$ cat config.mk
export PLATFORM = sky130hd
export DESIGN_NAME = dsp_ctrl
export DESIGN_NICKNAME = d
export VERILOG_FILES = /design/src/shared/dsp_pkg.sv /design/src/shared/dsp_mem_if.sv /design/src/rtl/dsp_array.sv /design/src/rtl/dsp_ctrl.sv
export SDC_FILE = /design/constraint.sdc
export NUM_CORES = 2
export LEC_CHECK = 0
export BUFFER_PORTS_ARGS = -buffer_cell sky130_fd_sc_hd__buf_4
export CORE_UTILIZATION = 40
export DETAILED_ROUTE_END_ITERATION = 7
export GPL_TIMING_DRIVEN = 1
export PLACE_DENSITY = 0.66
export SYNTH_ARGS = -nofsm -noshare
export SYNTH_HDL_FRONTEND = slang
export SYNTH_HIERARCHICAL = 1
export SYNTH_SLANG_ARGS = --single-unit
$ cat constraint.sdc
create_clock -name sys_clk -period 3.1 [get_ports sys_clk]
set_input_delay 0.31 -clock sys_clk [delete_from_list [all_inputs] [get_ports sys_clk]]
set_output_delay 0.31 -clock sys_clk [all_outputs]
set_load 0.005 [all_outputs]
$ cat src/shared/dsp_pkg.sv
// Constants and types for the nonvolatile data store controller.
// Assumes a single core clock domain and an SFR-style register port.
package dsp_pkg;
   localparam logic [7:0] DSP_ADDR_OFS = 8'hC6;
   localparam logic [7:0] DSP_CTRL_OFS = 8'hCE;
   localparam logic [7:0] DSP_DATA_OFS = 8'hCF;
   localparam int DSP_ERASE_BIT = 7;
   localparam int DSP_WRITE_BIT = 6;
   localparam logic [7:0] DSP_ADDR_RST = 8'h00;
   localparam logic [7:0] DSP_DATA_RST = 8'h00;
   localparam logic [7:0] DSP_ERASED = 8'hFF;
   localparam int DSP_PAGES = 4;
   localparam int DSP_PAGE_BYTES = 64;
   localparam int DSP_BYTES = DSP_PAGES * DSP_PAGE_BYTES;
   // Programming times, in ns, and derived cycle counts at 125 MHz
   localparam int DSP_CLK_NS = 8;
   localparam int DSP_ERASE_NS = 800;
   localparam int DSP_WRITE_NS = 240;
   localparam int DSP_ERASE_CYC = (DSP_ERASE_NS + DSP_CLK_NS - 1) / DSP_CLK_NS;
   localparam int DSP_WRITE_CYC = (DSP_WRITE_NS + DSP_CLK_NS - 1) / DSP_CLK_NS;
   typedef enum logic [1:0] {DSP_IDLE, DSP_ERASE, DSP_WRITE} dsp_state_t;
endpackage

$ cat src/shared/dsp_mem_if.sv
// Carrier between the controller and its storage array.
// Assumes both ends run on sys_clk.
`timescale 1ns/1ps
interface dsp_mem_if;
   logic wr_en;
   logic [7:0] wr_addr;
   logic [7:0] wr_data;
   logic erase_en;
   logic [1:0] erase_page;
   logic [7:0] rd_addr;
   logic [7:0] rd_data;
   modport ctrl (output wr_en, wr_addr, wr_data, erase_en, erase_page, rd_addr,
      input rd_data);
   modport mem (input wr_en, wr_addr, wr_data, erase_en, erase_page, rd_addr,
      output rd_data);
endinterface

$ cat src/rtl/dsp_array.sv
// Storage array of the data store: four pages of 64 bytes.
// Assumes the controller issues one erase or write at a time.
`timescale 1ns/1ps
module dsp_array
   import dsp_pkg::*;
(
   // Clock
   input wire logic sys_clk,
   // Controller side
   dsp_mem_if.mem m
);
   // Power-up content is erased state; no reset since this models flash cells
   // Initialised at declaration so the cell processes stay the only writers
   logic [7:0] mem_r [DSP_BYTES] = '{default: DSP_ERASED};

   genvar g;
   generate
      for (g = 0; g < DSP_BYTES; g++) begin : g_cell
         always_ff @(posedge sys_clk) begin
            if (m.erase_en && m.erase_page == 2'(g / DSP_PAGE_BYTES)) begin
               mem_r[g] <= DSP_ERASED;
            end else if (m.wr_en && m.wr_addr == 8'(g)) begin
               mem_r[g] <= m.wr_data;
            end
         end
      end
   endgenerate

   always_ff @(posedge sys_clk) begin
      m.rd_data <= mem_r[m.rd_addr];
   end
endmodule

$ cat src/rtl/dsp_ctrl.sv
// Data store controller on the core's special function register port.
// Assumes the core holds its program counter while core_stall is high.
`timescale 1ns/1ps
module dsp_ctrl
   import dsp_pkg::*;
#(
   parameter bit REDUCED = 1'b0
)
(
   // Clock and reset
   input wire logic sys_clk,
   input wire logic rst,
   // Special function register port
   input wire logic sfr_wr,
   input wire logic [7:0] sfr_addr,
   input wire logic [7:0] sfr_wdata,
   output logic [7:0] sfr_rdata,
   // Core handshake
   output logic core_stall,
   // Code read path
   input wire logic [7:0] code_addr,
   output logic [7:0] code_rdata
);
   import dsp_pkg::*;

   typedef struct packed {
      dsp_state_t st;
      logic [7:0] addr;
      logic [7:0] wdata;
      logic [7:0] ctrl;
      logic [9:0] cnt;
      logic stall;
      logic [7:0] rdata;
   } dsp_regs_t;

   dsp_regs_t s_r;
   dsp_regs_t s_nxt;
   dsp_mem_if mi ();

   logic [1:0] sel_page;
   logic page_ok;
   logic code_ok_r;

   // Page selection is the top two address bits
   assign sel_page = s_r.addr[7:6];
   // Missing pages in the reduced variant are never touched
   assign page_ok = !REDUCED || !sel_page[1];

   always_comb begin
      s_nxt = s_r;
      unique case (s_r.st)
         DSP_IDLE: begin
            if (sfr_wr) begin
               if (sfr_addr == DSP_ADDR_OFS) s_nxt.addr = sfr_wdata;
               if (sfr_addr == DSP_DATA_OFS) s_nxt.wdata = sfr_wdata;
               if (sfr_addr == DSP_CTRL_OFS) begin
                  // Only bits 7 and 6 are kept; reserved bits dropped
                  s_nxt.ctrl = {sfr_wdata[DSP_ERASE_BIT], sfr_wdata[DSP_WRITE_BIT],
                     6'h00};
                  if (sfr_wdata[DSP_ERASE_BIT]) begin
                     s_nxt.st = DSP_ERASE;
                     s_nxt.cnt = 10'(DSP_ERASE_CYC - 1);
                     s_nxt.stall = 1'b1;
                  end else if (sfr_wdata[DSP_WRITE_BIT]) begin
                     s_nxt.st = DSP_WRITE;
                     s_nxt.cnt = 10'(DSP_WRITE_CYC - 1);
                     s_nxt.stall = 1'b1;
                  end
               end
            end
         end
         DSP_ERASE, DSP_WRITE: begin
            if (s_r.cnt == 10'h000) begin
               s_nxt.st = DSP_IDLE;
               s_nxt.stall = 1'b0;
               s_nxt.ctrl = 8'h00;
            end else begin
               s_nxt.cnt = s_r.cnt - 10'h001;
            end
         end
         default: s_nxt.st = DSP_IDLE;
      endcase
      // Data register is write-only; reads give zero
      if (sfr_addr == DSP_ADDR_OFS) s_nxt.rdata = s_r.addr;
      else if (sfr_addr == DSP_CTRL_OFS) s_nxt.rdata = s_r.ctrl;
      else s_nxt.rdata = 8'h00;
   end

   always_ff @(posedge sys_clk) begin
      if (rst) begin
         s_r <= '{st: DSP_IDLE, addr: DSP_ADDR_RST, wdata: DSP_DATA_RST, ctrl: 8'h00,
            cnt: 10'h000, stall: 1'b0, rdata: 8'h00};
         code_ok_r <= 1'b0;
      end else begin
         s_r <= s_nxt;
         code_ok_r <= !REDUCED || !code_addr[7];
      end
   end

   // Cells are committed in the last cycle of the timed operation
   assign mi.erase_en = s_r.st == DSP_ERASE && s_r.cnt == 10'h000 && page_ok;
   assign mi.erase_page = sel_page;
   assign mi.wr_en = s_r.st == DSP_WRITE && s_r.cnt == 10'h000 && page_ok;
   assign mi.wr_addr = s_r.addr;
   assign mi.wr_data = s_r.wdata;
   assign mi.rd_addr = code_addr;

   dsp_array u_array (
      .sys_clk(sys_clk),
      .m(mi)
   );

   assign sfr_rdata = s_r.rdata;
   assign core_stall = s_r.stall;
   // Absent pages read as erased
   assign code_rdata = code_ok_r ? mi.rd_data : DSP_ERASED;

   a_erase_stall: assert property (@(posedge sys_clk) disable iff (rst)
      (sfr_wr && s_r.st == DSP_IDLE && sfr_addr == DSP_CTRL_OFS && sfr_wdata[7])
      |=> core_stall [*8])
      else $error("erase did not stall");
   a_erase_first: assert property (@(posedge sys_clk) disable iff (rst)
      (sfr_wr && s_r.st == DSP_IDLE && sfr_addr == DSP_CTRL_OFS && sfr_wdata[7])
      |=> s_r.st == DSP_ERASE)
      else $error("erase lost priority");
   a_write_stall: assert property (@(posedge sys_clk) disable iff (rst)
      (sfr_wr && s_r.st == DSP_IDLE && sfr_addr == DSP_CTRL_OFS && sfr_wdata[7:6] == 2'b01)
      |=> core_stall [*8] ##[1:40] !core_stall)
      else $error("write stall wrong");
   a_stall_end: assert property (@(posedge sys_clk) disable iff (rst)
      $fell(core_stall) |-> $past(s_r.cnt) == 10'h000)
      else $error("stall released early");
   a_addr_load: assert property (@(posedge sys_clk) disable iff (rst)
      (sfr_wr && s_r.st == DSP_IDLE && sfr_addr == DSP_ADDR_OFS) |=> s_r.addr == $past(sfr_wdata))
      else $error("address not loaded");
   a_data_load: assert property (@(posedge sys_clk) disable iff (rst)
      (sfr_wr && s_r.st == DSP_IDLE && sfr_addr == DSP_DATA_OFS) |=> s_r.wdata == $past(sfr_wdata))
      else $error("data not loaded");
   a_reserved_zero: assert property (@(posedge sys_clk) disable iff (rst)
      s_r.ctrl[5:0] == 6'h00)
      else $error("reserved bits stored");
   a_reduced_page: assert property (@(posedge sys_clk) disable iff (rst)
      (REDUCED && (mi.erase_en || mi.wr_en)) |-> !s_r.addr[7])
      else $error("absent page touched");
   a_page_sel: assert property (@(posedge sys_clk) disable iff (rst)
      mi.erase_en |-> mi.erase_page == s_r.addr[7:6])
      else $error("wrong erase page");
endmodule

==> results.toml <==
[status]
status = "finished, final reports clean"

[setup_path]
crit_start = "s_r[9]"
crit_type = "reg2reg"
critPathLaunchType = "flop"
r2r_end = "u_array/mem_r[160][5]"
crit_family = "buffers and inverters"
ff2ff_setup_slack_ns = 0.09
reg2reg_depth = 13
cp_num_buf_inv = 7
r2r-start = "s_r[9]"
crit_fanout = 35
cp.required_ns = 3.63
critPathMaxStageDelay_ns = 0.39
critPathSlowestCell = "or3b_4"
worstPathArrival_ns = 3.54
cp_cell_sequence = "inv_1, ha_2, or3b_4, nor3_2, buf_4, and2_2, buf_12, buf_12, nand2_4, buf_12, buf_4, o21ai_2, buf_4"
end_kind = "flop"
crit_cells = 13

[grt]
grt_max_degree = 129
overflow = 0
grt_pass1_vias = 61900
grt.total_usage = 0.222
antenna_found_initial = 7
grt_pass1_wl_um = 409000

[synth]
syn_avg_cell_area_um2 = 14.3
synth.distinct_cells = 77
netlist_area_um2 = 97600
ys_ff_latch = 2096
yosysTopAreaCell = "edfxtp_1"
syn-num-nets = 6861
async_flop_share = 0
ys.flop_type = "edfxtp_1"
syn_inst = 6830
synth_edf_count = 2048
synthTopCellsByArea = "edfxtp_1, or3_1, mux4_2"
yosysTopAreaCellShare = 0.630
synth_seq_area_share = 0.640
ys_warn_count = 6

[route]
via_per_inst = 6.00
drt-initial-drc-count = 7038
first_pass_iters = 6
ant_nets = 0
num_vias = 62500
totalWireLength_um = 277000
route.detailed.drc = 0
wl_per_cell_um = 26.6

[worst_hold_path]
worstHoldStart = "sfr_addr[4]"
hp-class = "in2reg"
worstHoldPathCells = 5
hold_end = "sfr_rdata[7]"

[clocking]
cts_made_buffers = 211
cts_tree = "built"
clkTransAtPathRegs_ns = 0.06
cts_root_buffer = "clkbuf_16"
clk_latency_ns = 0.88
clock_path_buffers = 3
h-tree-depth = 4
clkSinkCount = 2096

[sta]
hold_slack_ns = 0.247
clock.fmax_mhz = 333
worst_pin_slew_ns = 1.11
setup_slack_ns = 0.0925
fin_crit_sh = 0.970
clock_skew_ns = 0.0787
fin_crit_ns = 3.01
hold_viol = 0
setup_violations = 0
slew_headroom = 0.260
final_max_slew_viol_count = 0

[layout]
finalNetCount = 7087
final_cell_mix = "edfxtp_1, or3_1, buf_4"
drive_gt1_frac = 0.272
fillers = 20500
final_common_cell = "edfxtp_1"
fin_util = 0.470
area_growth_syn_to_layout_pct = 16.4
final_area_um2 = 114000

[floorplan]
die_w_um = 496
dieArea_um2 = 246000
rows = 180
die_h_um = 496
start_util = 0.404
core_area_um2 = 241000
ioPinCount = 44

[placed_design]
pre_cts_ws_ns = -0.627
place_congestion = 0.877
dp_hpwl_um = 177000
placed_area_um2 = 106000
io_buffers = 43

[power]
ir_drop_uv = 509
p_per_area_nw_per_um2 = 504
power.leakage_nw = 39.1
power_mw = 57.2

[flow_run]
maxCapViolations = 0
==> per-layer routing <==
metal	wire (um)	vias to the layer above	track usage
met1	108000	31900	0.294
met3	24600	513	0.0400
met5	13	-	0
li1	-	27100	-
met2	134000	2928	0.365
met4	10400	2	0.0814
==> power by group <==
group	internal [mW]	leakage (nW)	switching [mW]
sequential	30.6	23.8	0.0105
clock	13.7	3.22	11.1
combinational	0.745	12.1	1.11
total	45.0	39.1	12.2
==> worst reg2reg max path: cells and delay by family, from the launching register on <==
family	cells	cell delay, ns
and+or+nand+nor	4	0.82
adders and majority gates	1	0.19
AOI/OAI and AO/OA	1	0.20
buffers and inverters	7	1.16
DFF	1	0.32
==> stage by stage <==
| step | TNS [ns] | std cells |
|---|---|---|
| after CTS | 0 | 10400 |
| after detailed placement | -95.40 | 9983 |
| after floorplan | -224.23 | 6830 |
| final | 0 | 10400 |
| after global placement | -211.20 | 9983 |
| after global routing | -0.0293 | 10400 |
==> what timing repair did <==
action                                 in CTS  in global routing
setup endpoints to repair                 958               1273
pin swaps                                   0                  1
buffers inserted                            4                  9
resized for setup                          10                 35
hold buffers                               27                  0
endpoints found under the hold margin      38                  0
cloned                                      2                  3
==> kinds of logic after synthesis <==
kind of cell	after synthesis	synth area share
fa+ha+maj	4	0.000513
compound gates	743	0.0475
mux	616	0.117
flops	2096	0.640
buf+inv	925	0.0429
simple gates	2446	0.152
==> worst max-delay path by stage <==
stage / end / slack (ns)
final: u_array/mem_r[160][5] / 0.09
after global placement: u_array/mem_r[0][4] / -0.76
after global routing: mi.wr_data[1] / -0.03
after detailed placement: u_array/mem_r[6][0] / -0.63
after floorplan: u_array/mem_r[101][0] / -0.23
after CTS: u_array/mem_r[139][2] / 0.01
==> flip-flops by register name (all words and copies together) (netlist names) <==
name               cells
mi.wr_data             8
u_array/mem_r       2048
mi.wr_addr             8
code_ok_r              1
u_array/m.rd_data      8
core_stall             1
sfr_rdata              8
s_r                   14
==> cells in the mapped netlist, drive strengths merged, types with 2 or more instances <==
master	instances
nor3b	4
nor4	19
a22o	11
and3	4
o32ai	9
mux2	13
o221ai	35
nor2	41
o21ai	288
or3	1801
nor3	30
dfxtp	48
a221oi	30
o31a	3
and2	13
nand2b	24
a2111oi	3
and3b	3
a311oi	2
a22oi	150
o22ai	25
nand3b	3
nand4	19
a31oi	12
or4	6
o211ai	7
a21o	3
or3b	2
ha	4
a21oi	136
edfxtp	2048
inv	15
o21a	2
buf	155
a211oi	8
mux2i	187
a2bb2oi	3
o31ai	8
mux4	416
nand2	146
nor2b	17
a41oi	3
or2	263
nand3	46
clkbuf	755
==> area by class of cell <==
class                      instances  area, um2  share of cell area
antenna                            4       10.0           0.0000881
clock buffer                     260       5510              0.0485
clock inverter                   130       1150              0.0101
inverter                          15       56.3            0.000496
multi-input combinational       3809      31300               0.276
sequential                      2096      62500               0.550
tap                             3185       3990              0.0351
timing repair buffer             923       9070              0.0799
Note: power is estimated with default switching activity, not from simulation.
